==> config.mk <==
export PLATFORM = sky130hd
export DESIGN_NAME = amp_event_flags
export DESIGN_NICKNAME = d
export VERILOG_FILES = /design/src/amp_event_pkg.sv /design/src/event_bank_if.sv /design/src/amp_event_flags.sv /design/src/sticky_event_bank.sv /design/src/unmask_regs.sv
export SDC_FILE = /design/constraint.sdc
export NUM_CORES = 1
export LEC_CHECK = 0
export ABC_AREA = 0
export BUFFER_PORTS_ARGS = -buffer_cell sky130_fd_sc_hd__clkbuf_2
export CORE_MARGIN = 1.5
export CORE_UTILIZATION = 45
export CTS_BUF_LIST = sky130_fd_sc_hd__clkbuf_4 sky130_fd_sc_hd__clkbuf_8 sky130_fd_sc_hd__clkbuf_16
export DETAILED_ROUTE_END_ITERATION = 6
export PLACE_DENSITY = 0.72
export SYNTH_ARGS = -nofsm -noshare
export SYNTH_HDL_FRONTEND = slang
export SYNTH_SLANG_ARGS = --single-unit
==> constraint.sdc <==
create_clock -name clk_i -period 2.2 [get_ports clk_i]
set_clock_uncertainty 0.05 [all_clocks]
set_input_delay 0.44 -clock clk_i [delete_from_list [all_inputs] [get_ports clk_i]]
set_output_delay 0.44 -clock clk_i [all_outputs]
set_load 0.01 [all_outputs]
==> src/amp_event_pkg.sv <==
// Purpose: Shared constants for the amplifier event flag logic
// Assumes: Eight-bit registers on a sixteen-bit control address
// Notes:   Event vector index = bit position in its register group
`default_nettype none
package amp_event_pkg;
  localparam int          REG_W                 = 8;
  localparam int          ADDR_W                = 16;
  // Register offsets
  localparam logic [15:0] BROWNOUT_EVENT_STATE  = 16'h2009;
  localparam logic [15:0] THERMAL_FAULT_FLAGS   = 16'h200B;
  localparam logic [15:0] MONITOR_CLOCK_FLAGS   = 16'h200C;
  localparam logic [15:0] FAULT_UNMASK_REG      = 16'h2010;
  localparam logic [15:0] MONITOR_UNMASK_REG    = 16'h2011;
  // Reset values
  localparam logic [7:0]  STATE_RESET           = 8'h00;
  localparam logic [7:0]  FLAG_RESET            = 8'h00;
  localparam logic [7:0]  FAULT_UNMASK_RESET    = 8'h02;
  localparam logic [7:0]  MONITOR_UNMASK_RESET  = 8'h00;
  localparam logic [7:0]  UNMAPPED_READ         = 8'h00;
  // Brownout state register fields
  localparam int          BO_LEVEL_ZERO_BIT     = 3;
  localparam int          BO_LEVEL_CHANGE_BIT   = 2;
  localparam int          BO_ACTIVE_BEGIN_BIT   = 1;
  localparam int          BO_ACTIVE_END_BIT     = 0;
  localparam logic [7:0]  BO_USED_MASK          = 8'h0F;
  // Thermal and fault flag fields
  localparam int          TSD_BEGIN_BIT         = 7;
  localparam int          TSD_END_BIT           = 6;
  localparam int          TW1_BEGIN_BIT         = 5;
  localparam int          TW1_END_BIT           = 4;
  localparam int          TFB_BEGIN_BIT         = 3;
  localparam int          TFB_END_BIT           = 2;
  localparam int          FUSE_LOAD_FAIL_BIT    = 1;
  localparam int          SPK_OVERCURRENT_BIT   = 0;
  // Monitor and clock flag fields
  localparam int          TW2_BEGIN_BIT         = 7;
  localparam int          TW2_END_BIT           = 6;
  localparam int          SPK_MONITOR_ERR_BIT   = 5;
  localparam int          CLK_MONITOR_ERR_BIT   = 4;
  localparam int          MONITOR_UNUSED_BIT    = 3;
  localparam int          PCM_CLK_RECOVER_BIT   = 2;
  localparam int          PCM_CLK_ERR_BIT       = 1;
  localparam int          PCM_DATA_ERR_BIT      = 0;
  localparam logic [7:0]  MONITOR_USED_MASK     = 8'hF7;
endpackage : amp_event_pkg
`default_nettype wire

==> src/event_bank_if.sv <==
// Purpose: Carrier between the top and the sticky event bank
// Assumes: One clock domain, all signals synchronous
// Notes:   Clear is a one-cycle pulse per event
`timescale 1ns/1ps
`default_nettype none
interface event_bank_if #(
  parameter int N = 8
);
  logic [N-1:0] raw;
  logic [N-1:0] clr;
  logic [N-1:0] unmask;
  logic [N-1:0] state;
  logic [N-1:0] flag;
  logic [N-1:0] flag_rise;
  modport bank (input raw, input clr, input unmask,
                output state, output flag, output flag_rise);
  modport user (output raw, output clr, output unmask,
                input state, input flag, input flag_rise);
endinterface : event_bank_if
`default_nettype wire

==> src/amp_event_flags.sv <==
// Purpose: Sticky event state and maskable flags with interrupt pulse
// Assumes: Raw indicators and clear pulses synchronous to clk_i
// Notes:   Register reads return data one cycle after the strobe
//
// Notes on behaviour
// - Brownout level-zero entry state, bit 3, latches raw rise until cleared.
// - Brownout level-change state, bit 2, latches raw rise until cleared.
// - Brownout active-begin state, bit 1, latches raw rise until cleared.
// - Brownout active-end state, bit 0, latches raw rise until cleared.
// - Brownout state bits 7..4 unused; state bits read-only, reset zero.
// - A flag rises only with unmask high and an edge since clear.
// - Each flag rising edge raises an interrupt while interrupts are enabled.
// - Thermal shutdown begin bit 7, end bit 6, own unmask and clear.
// - Thermal warning one begin bit 5, end bit 4.
// - Thermal foldback begin bit 3, end bit 2.
// - Fuse-load failure bit 1, speaker overcurrent bit 0.
// - Thermal warning two begin bit 7, end bit 6.
// - Speaker data monitor error bit 5, clock monitor error bit 4.
// - PCM clock recovery flag bit 2; bit 3 unused.
// - PCM clock error bit 1, PCM data error bit 0.
// - All flag bits read-only and reset to zero.
// - Unmask zero keeps flag low; unmask one follows edges since clear.
// - Fuse-load unmask resets to one, other first-group unmasks to zero.
`timescale 1ns/1ps
`default_nettype none
module amp_event_flags
  import amp_event_pkg::*;
(
  input  wire logic              clk_i,
  input  wire logic              resetn_i,
  input  wire logic [3:0]        brownout_raw_i,
  input  wire logic [3:0]        brownout_clear_i,
  input  wire logic [7:0]        fault_raw_i,
  input  wire logic [7:0]        fault_clear_i,
  input  wire logic [7:0]        monitor_raw_i,
  input  wire logic [7:0]        monitor_clear_i,
  input  wire logic              irq_enable_i,
  input  wire logic              reg_rd_i,
  input  wire logic              reg_wr_i,
  input  wire logic [ADDR_W-1:0] reg_addr_i,
  input  wire logic [REG_W-1:0]  reg_wdata_i,
  output logic      [REG_W-1:0]  reg_rdata_o,
  output logic                   reg_rvalid_o,
  output logic                   irq_o
);

  // Number of events in the bank: two flag groups plus brownout
  localparam int NUM_EV   = 20;
  localparam int FAULT_LO = 0;
  localparam int MON_LO   = 8;
  localparam int BO_LO    = 16;

  // Reset release through two flops
  logic rst_sync1_r;
  logic rst_sync2_r;
  always_ff @(posedge clk_i or negedge resetn_i) begin
    if (!resetn_i) begin
      rst_sync1_r <= 1'b0;
      rst_sync2_r <= 1'b0;
    end else begin
      rst_sync1_r <= 1'b1;
      rst_sync2_r <= rst_sync1_r;
    end
  end

  logic rst_n;
  assign rst_n = rst_sync2_r;

  // Carrier to the sticky bank
  event_bank_if #(.N(NUM_EV)) ev ();

  // Unmask register outputs
  logic [REG_W-1:0] fault_unmask;
  logic [REG_W-1:0] monitor_unmask;

  // Writable unmask registers
  unmask_regs u_unmask (
    .addr_i           (reg_addr_i),
    .clk_i            (clk_i),
    .rst_n_i          (rst_n),
    .wr_i             (reg_wr_i),
    .wdata_i          (reg_wdata_i),
    .fault_unmask_o   (fault_unmask),
    .monitor_unmask_o (monitor_unmask)
  );

  // Sticky edge capture for every event
  sticky_event_bank #(.N(NUM_EV)) u_bank (
    .clk_i   (clk_i),
    .rst_n_i (rst_n),
    .ev      (ev)
  );

  // Masked raw for the monitor group; unused bit never fires
  logic [7:0] monitor_raw_used;
  logic [7:0] monitor_clear_used;
  assign monitor_raw_used   = monitor_raw_i & MONITOR_USED_MASK;
  assign monitor_clear_used = monitor_clear_i & MONITOR_USED_MASK;

  // Raw indicators into the bank
  // Sampled edges in clk_i
  assign ev.raw = {brownout_raw_i, monitor_raw_used, fault_raw_i};

  // One clear hits state and flag
  assign ev.clr = {brownout_clear_i, monitor_clear_used, fault_clear_i};

  // Brownout events are unmaskable; only their state is read
  // Unmask gates each flag
  assign ev.unmask = {4'hF, monitor_unmask & MONITOR_USED_MASK, fault_unmask};

  // Brownout state register fields
  logic brownout_level_zero_entry_state;
  logic brownout_level_change_state;
  logic brownout_active_begin_state;
  logic brownout_active_end_state;

  assign brownout_level_zero_entry_state = ev.state[BO_LO + BO_LEVEL_ZERO_BIT];
  assign brownout_level_change_state     = ev.state[BO_LO + BO_LEVEL_CHANGE_BIT];
  assign brownout_active_begin_state     = ev.state[BO_LO + BO_ACTIVE_BEGIN_BIT];
  assign brownout_active_end_state       = ev.state[BO_LO + BO_ACTIVE_END_BIT];

  // First flag group fields
  logic thermal_shutdown_begin_flag;
  logic thermal_shutdown_end_flag;
  logic thermal_warning_one_begin_flag;
  logic thermal_warning_one_end_flag;
  logic thermal_foldback_begin_flag;
  logic thermal_foldback_end_flag;
  logic fuse_load_failure_flag;
  logic speaker_overcurrent_flag;

  assign thermal_shutdown_begin_flag    = ev.flag[FAULT_LO + TSD_BEGIN_BIT];
  assign thermal_shutdown_end_flag      = ev.flag[FAULT_LO + TSD_END_BIT];
  assign thermal_warning_one_begin_flag = ev.flag[FAULT_LO + TW1_BEGIN_BIT];
  assign thermal_warning_one_end_flag   = ev.flag[FAULT_LO + TW1_END_BIT];
  assign thermal_foldback_begin_flag    = ev.flag[FAULT_LO + TFB_BEGIN_BIT];
  assign thermal_foldback_end_flag      = ev.flag[FAULT_LO + TFB_END_BIT];
  assign fuse_load_failure_flag         = ev.flag[FAULT_LO + FUSE_LOAD_FAIL_BIT];
  assign speaker_overcurrent_flag       = ev.flag[FAULT_LO + SPK_OVERCURRENT_BIT];

  // Second flag group fields
  logic thermal_warning_two_begin_flag;
  logic thermal_warning_two_end_flag;
  logic internal_speaker_monitor_error_flag;
  logic internal_clock_monitor_error_flag;
  logic pcm_clock_recovery_flag;
  logic pcm_clock_error_flag;
  logic pcm_data_input_error_flag;

  assign thermal_warning_two_begin_flag      = ev.flag[MON_LO + TW2_BEGIN_BIT];
  assign thermal_warning_two_end_flag        = ev.flag[MON_LO + TW2_END_BIT];
  assign internal_speaker_monitor_error_flag = ev.flag[MON_LO + SPK_MONITOR_ERR_BIT];
  assign internal_clock_monitor_error_flag   = ev.flag[MON_LO + CLK_MONITOR_ERR_BIT];
  assign pcm_clock_recovery_flag             = ev.flag[MON_LO + PCM_CLK_RECOVER_BIT];
  assign pcm_clock_error_flag                = ev.flag[MON_LO + PCM_CLK_ERR_BIT];
  assign pcm_data_input_error_flag           = ev.flag[MON_LO + PCM_DATA_ERR_BIT];

  // Register images
  logic [REG_W-1:0] brownout_image;
  logic [REG_W-1:0] fault_image;
  logic [REG_W-1:0] monitor_image;

  assign brownout_image = {4'h0,
                           brownout_level_zero_entry_state,
                           brownout_level_change_state,
                           brownout_active_begin_state,
                           brownout_active_end_state};

  assign fault_image = {thermal_shutdown_begin_flag,
                        thermal_shutdown_end_flag,
                        thermal_warning_one_begin_flag,
                        thermal_warning_one_end_flag,
                        thermal_foldback_begin_flag,
                        thermal_foldback_end_flag,
                        fuse_load_failure_flag,
                        speaker_overcurrent_flag};

  // Unused bit 3 is a hard zero
  assign monitor_image = {thermal_warning_two_begin_flag,
                          thermal_warning_two_end_flag,
                          internal_speaker_monitor_error_flag,
                          internal_clock_monitor_error_flag,
                          1'b0,
                          pcm_clock_recovery_flag,
                          pcm_clock_error_flag,
                          pcm_data_input_error_flag};

  // Read decode; writes to status offsets are ignored
  logic hit_brownout;
  logic hit_fault_flags;
  logic hit_monitor_flags;
  logic hit_fault_unmask;
  logic hit_monitor_unmask;
  assign hit_brownout       = (reg_addr_i == BROWNOUT_EVENT_STATE);
  assign hit_fault_flags    = (reg_addr_i == THERMAL_FAULT_FLAGS);
  assign hit_monitor_flags  = (reg_addr_i == MONITOR_CLOCK_FLAGS);
  assign hit_fault_unmask   = (reg_addr_i == FAULT_UNMASK_REG);
  assign hit_monitor_unmask = (reg_addr_i == MONITOR_UNMASK_REG);

  // Read data selection; unmapped offsets read zero
  // Flag registers are read-only
  // Live unmask gate; the flag flop lags an unmask clear by a cycle
  logic [REG_W-1:0] rdata_nxt;
  assign rdata_nxt = hit_brownout       ? brownout_image                   :
                     hit_fault_flags    ? (fault_image & fault_unmask)     :
                     hit_monitor_flags  ? (monitor_image & monitor_unmask) :
                     hit_fault_unmask   ? fault_unmask   :
                     hit_monitor_unmask ? monitor_unmask :
                                          UNMAPPED_READ;

  // Read data held until the next read strobe
  logic [REG_W-1:0] rdata_r;
  logic             rvalid_r;
  always_ff @(posedge clk_i or negedge rst_n) begin
    if (!rst_n) begin
      rdata_r  <= UNMAPPED_READ;
      rvalid_r <= 1'b0;
    end else begin
      rvalid_r <= reg_rd_i;
      if (reg_rd_i) begin
        rdata_r <= rdata_nxt;
      end
    end
  end

  // Any flag going high this cycle; brownout events excluded
  logic any_flag_rise;
  // Flag edge gated by irq enable
  assign any_flag_rise = |ev.flag_rise[MON_LO+7:FAULT_LO] & irq_enable_i;

  // Interrupt is a one-cycle pulse aligned with the flag going high
  logic irq_r;
  always_ff @(posedge clk_i or negedge rst_n) begin
    if (!rst_n) begin
      irq_r <= 1'b0;
    end else begin
      irq_r <= any_flag_rise;
    end
  end

  // Outputs straight from flops
  assign reg_rdata_o  = rdata_r;
  assign reg_rvalid_o = rvalid_r;
  assign irq_o        = irq_r;

endmodule : amp_event_flags
`default_nettype wire

==> src/sticky_event_bank.sv <==
// Purpose: Per-event edge capture with sticky state and unmasked flag
// Assumes: Raw indicators synchronous to clk_i
// Notes:   Set beats clear when both fall in the same cycle
`timescale 1ns/1ps
`default_nettype none
module sticky_event_bank
  import amp_event_pkg::*;
#(
  parameter int N = 8
) (
  input  wire logic   clk_i,
  input  wire logic   rst_n_i,
  event_bank_if.bank  ev
);
  genvar i;
  generate
    for (i = 0; i < N; i++) begin : g_event
      logic raw_q_r;
      logic state_r;
      logic flag_r;
      logic rise;
      logic state_nxt;
      logic flag_nxt;
      // Rising edge seen against last sampled raw
      assign rise      = ev.raw[i] & ~raw_q_r;
      // New edge wins over a coincident clear
      assign state_nxt = rise | (state_r & ~ev.clr[i]);
      // Flag is the state gated by its unmask
      assign flag_nxt  = state_nxt & ev.unmask[i];
      always_ff @(posedge clk_i or negedge rst_n_i) begin
        if (!rst_n_i) begin
          raw_q_r <= 1'b0;
          state_r <= 1'b0;
          flag_r  <= 1'b0;
        end else begin
          raw_q_r <= ev.raw[i];
          state_r <= state_nxt;
          flag_r  <= flag_nxt;
        end
      end
      assign ev.state[i]     = state_r;
      assign ev.flag[i]      = flag_r;
      // Pulse in the cycle the flag register will go high
      assign ev.flag_rise[i] = flag_nxt & ~flag_r;
    end
  endgenerate
endmodule : sticky_event_bank
`default_nettype wire

==> src/unmask_regs.sv <==
// Purpose: Writable unmask registers for the maskable flags
// Assumes: Single-cycle write strobe with address and data
// Notes:   Unused monitor bit is not stored and reads zero
`timescale 1ns/1ps
`default_nettype none
module unmask_regs
  import amp_event_pkg::*;
(
  input  wire logic [ADDR_W-1:0] addr_i,
  input  wire logic              clk_i,
  input  wire logic              rst_n_i,
  input  wire logic              wr_i,
  input  wire logic [REG_W-1:0]  wdata_i,
  output logic      [REG_W-1:0]  fault_unmask_o,
  output logic      [REG_W-1:0]  monitor_unmask_o
);
  logic [REG_W-1:0] fault_r;
  logic [REG_W-1:0] monitor_r;
  logic             hit_fault;
  logic             hit_monitor;
  // Address decode for the two writable registers
  assign hit_fault   = wr_i && (addr_i == FAULT_UNMASK_REG);
  assign hit_monitor = wr_i && (addr_i == MONITOR_UNMASK_REG);
  always_ff @(posedge clk_i or negedge rst_n_i) begin
    if (!rst_n_i) begin
      fault_r   <= FAULT_UNMASK_RESET;
      monitor_r <= MONITOR_UNMASK_RESET;
    end else begin
      if (hit_fault) begin
        fault_r <= wdata_i;
      end
      if (hit_monitor) begin
        monitor_r <= wdata_i & MONITOR_USED_MASK;
      end
    end
  end
  assign fault_unmask_o   = fault_r;
  assign monitor_unmask_o = monitor_r;
endmodule : unmask_regs
`default_nettype wire

==> flow_summary.ini <==
[synth]
count_of_warnings_emitted_by_yosys = 0
ys_seq_area_share_pct = 61.46
mean_instance_size_in_the_synthesized_netlist_um2 = 11.68
netlist_instances = 279
post_synth_instance_area_mm2 = 0.003259
ys_top_cells_by_area = sky130_fd_sc_hd__dfrtp_1 61%, sky130_fd_sc_hd__inv_1 6.1%, sky130_fd_sc_hd__mux2_2 5.2%
yosys_register_bits = 80
yosysTopAreaCell = sky130_fd_sc_hd__dfrtp_1
post-synth-top-area-fraction_pct = 60.65
syn-num-nets = 348
synth-edff-count = 0
synth_async_sr_flop_share_pct = 100.0
ys_types = 40
synth_top_flop_cell = sky130_fd_sc_hd__dfrtp_1

[worst_setup_path]
critical_path_cell_count = 6
critical_path_peak_fanout = 4
cp_startpoint_kind = primary input
worstReg2RegStart = u_bank.g_event[2].state_r$_DFF_PN0_
endpoint = u_unmask.fault_unmask_o[5]$_DFFE_PN0P_
cp_slowest_stage_delay_ns = 0.33
critical-path-slowest-cell = sky130_fd_sc_hd__mux2_2
crit_path_end_kind = flip-flop
regToRegEndpoint = irq_o$_DFF_PN0_
timing.setup.critical_path_class = primary input to flip-flop
chain_of_cells_forming_the_critical_path = clkbuf_2, nor4b_2, and3_1, and4b_1, buf_4, mux2_2
critPathBufInv = 2
critical_path_data_required_time_ns = 2.39
regToRegSetupSlack_ns = 0.66
r2r_depth = 5
path_delay_family = simple AND/OR/NAND/NOR gates
critical_path_arrival_ns = 1.85
timing.critical_path.from = reg_addr_i[12]

[floorplan]
fp.dieW_um = 88.11
die_height_um = 88.11
core_mm2 = 0.006907
num_rows = 30
starting_utilization_of_the_core_area_pct = 47.19
fp.dieArea_mm2 = 0.007762
ios = 79

[drt]
first_pass_iters = 4
detail_route.wl_per_cell_um = 14.88
vias = 2380
number_of_drc_violations_after_detailed_routing_iteration_0 = 119
antenna_viol_nets_final = 0
drc_errors = 0
route.detailed.vias_per_inst = 5.075
drt-total-wl_um = 6978

[sta]
final_min_period_over_clock_period_pct = 75.63
crit_path_setup_slack_layout_ns = 0.5362
setup-tns-final_ns = 0
count_of_endpoints_failing_setup_in_the_final_report = 0
final_hold_viol_count = 0
timing_max_transition_violations_final = 0
layout_min_cycle_time_ns = 1.664
max_freq_mhz = 601.0
rsz0062_at_grt = no

[global_routing]
antenna_found_initial = 0
maximum_number_of_pins_on_one_net_before_global_route_repair = 44
groute.usage.overall_pct = 19.38
globalRoute.totalOverflow = 0
global_route_wire_length_before_repair_um = 11070
first_global_vias = 2344

[placement]
place_area_mm2 = 0.003797
port_buffers = 76
pre_cts_setup_slack_ns = 0.1724
dp.final_hpwl_um = 5174
place.gp.congestion = 0.8215

[final_layout]
fin_nets = 437
multiInputGateArea_mm2 = 0.001018
areaGrowthSynthToFinish_pct = 23.15
mostFrequentLayoutCells = 78 x sky130_fd_sc_hd__dfrtp_1, 76 x sky130_fd_sc_hd__clkbuf_2, 53 x sky130_fd_sc_hd__inv_1
mostFrequentLayoutCell = sky130_fd_sc_hd__dfrtp_1
postLayoutCoreUtil_pct = 58.12
fillCellCount = 620
share_of_post_route_cells_with_drive_strength_above_1_pct = 33.78
finish.instance_area_mm2 = 0.004014
register_area_mm2 = 0.002007
antenna_cells_inserted = 0

[clock_network]
cts_tree = built
ctsHtreeMaxLevel = 3
clk_buf_depth = 2
clock_insertion_delay_worst_skew_ns = 0.35
cts_num_sinks = 80
post_cts.repair.setup_buffers = 0
cts_buffer_count = 9
cts_root_buf = sky130_fd_sc_hd__clkbuf_8
clkTransAtPathRegs_ns = 0.07

[worst_hold_path]
worstHoldStart = fault_raw_i[3]
holdCritPathClass = primary input to flip-flop

[power_and_ir_drop]
worst_ir_drop_vdd_mv = 0.4356
total_leakage_power_nw = 2.073
cellPowerDensity_mw_per_mm2 = 707.2

[status]
outcome = complete, no violations

[run]
drv_cap = 0
## cell type report
cell class / instances / share of cell area [%]
Clock buffer: 13 / 4.146
Clock inverter: 3 / 0.9975
Inverter: 53 / 4.956
Multi-Input combinational cell: 139 / 25.37
Sequential cell: 80 / 50.00
Tap cell: 96 / 2.993
Timing Repair Buffer: 85 / 11.53
## sequential cells by signal, indices dropped and copies added, names as in the netlist
| name | count |
|---|---|
| u_bank.g_event.raw_q_r | 19 |
| u_bank.g_event.state_r | 19 |
| u_bank.g_event.flag_r | 15 |
| reg_rdata_o | 8 |
| u_unmask.fault_unmask_o | 8 |
| u_unmask.monitor_unmask_o | 7 |
| irq_o | 1 |
| reg_rvalid_o | 1 |
| rst_n | 1 |
| rst_sync1_r | 1 |
## logic make-up (layout without fill, tap and decap cells)
kind of cell,count (synthesis),after routing,share of synthesized area [%]
AO/OA/AOI/OAI,61,61,12.28
AND/OR/NAND/NOR,62,62,13.67
multiplexers,15,15,5.182
buffers and inverters,60,154,7.293
other,1,1,0.1151
flip-flops,80,80,61.46
## synthesized netlist by cell type (all sizes together), types with 2 or more instances
library cell / instances
a32oi: 7
nor3b: 6
nor2b: 7
nand2: 12
and4b: 2
buf: 6
nor3: 4
o21ai: 5
dfrtp: 79
o22ai: 24
a211oi: 4
o221ai: 2
nand3: 2
and4bb: 3
nor2: 3
nand4: 2
a21oi: 13
o32ai: 2
and2: 9
nand3b: 2
nor4b: 4
and3: 2
inv: 53
mux2: 15
a21o: 3
## routing by layer
layer / vias to the layer above / GRT usage [%] / share of wire [%]
li1: 1137 / - / -
met1: 1165 / 24.48 / 45
met2: 63 / 31.44 / 49
met3: 15 / 5.184 / 4.8
met4: 0 / 8.523 / 2.0
met5: - / 0 / 0
## report_power, final
| part | internal (mW) | leakage [nW] | switching [mW] |
|---|---|---|---|
| combinational | 0.0817 | 0.935 | 0.0953 |
| sequential | 1.52 | 1.03 | 0.0285 |
| clock | 0.608 | 0.110 | 0.503 |
## worst min path at each step
stage | end | cells after the start
after floorplan | rst_n$_DFF_PN0_ | 0
after global placement | rst_sync1_r$_DFF_PN0_ | 1
after detailed placement | rst_sync1_r$_DFF_PN0_ | 1
after CTS | u_bank.g_event[3].raw_q_r$_DFF_PN0_ | 1
after global routing | u_bank.g_event[3].raw_q_r$_DFF_PN0_ | 1
final | u_bank.g_event[3].raw_q_r$_DFF_PN0_ | 1
## per-stage QoR
| stage | total power [mW] | std cells | hold slack [ns] |
|---|---|---|---|
| finish | 2.839 | 469 | 0.1524 |
| global route | 2.960 | 469 | 0.1364 |
| CTS | 2.874 | 469 | 0.1363 |
| detailed placement | 1.759 | 452 | 0.1789 |
| global placement | 1.751 | 452 | 0.1772 |
| floorplan | 1.653 | 279 | 0.09441 |
## repair_timing
action | CTS | global route
endpoints found under the hold margin | 2 | 0
hold buffers | 1 | 0
gates resized for setup | 0 | 0
endpoints found under the setup margin | 0 | 0
(Power assumes the default switching activity.)
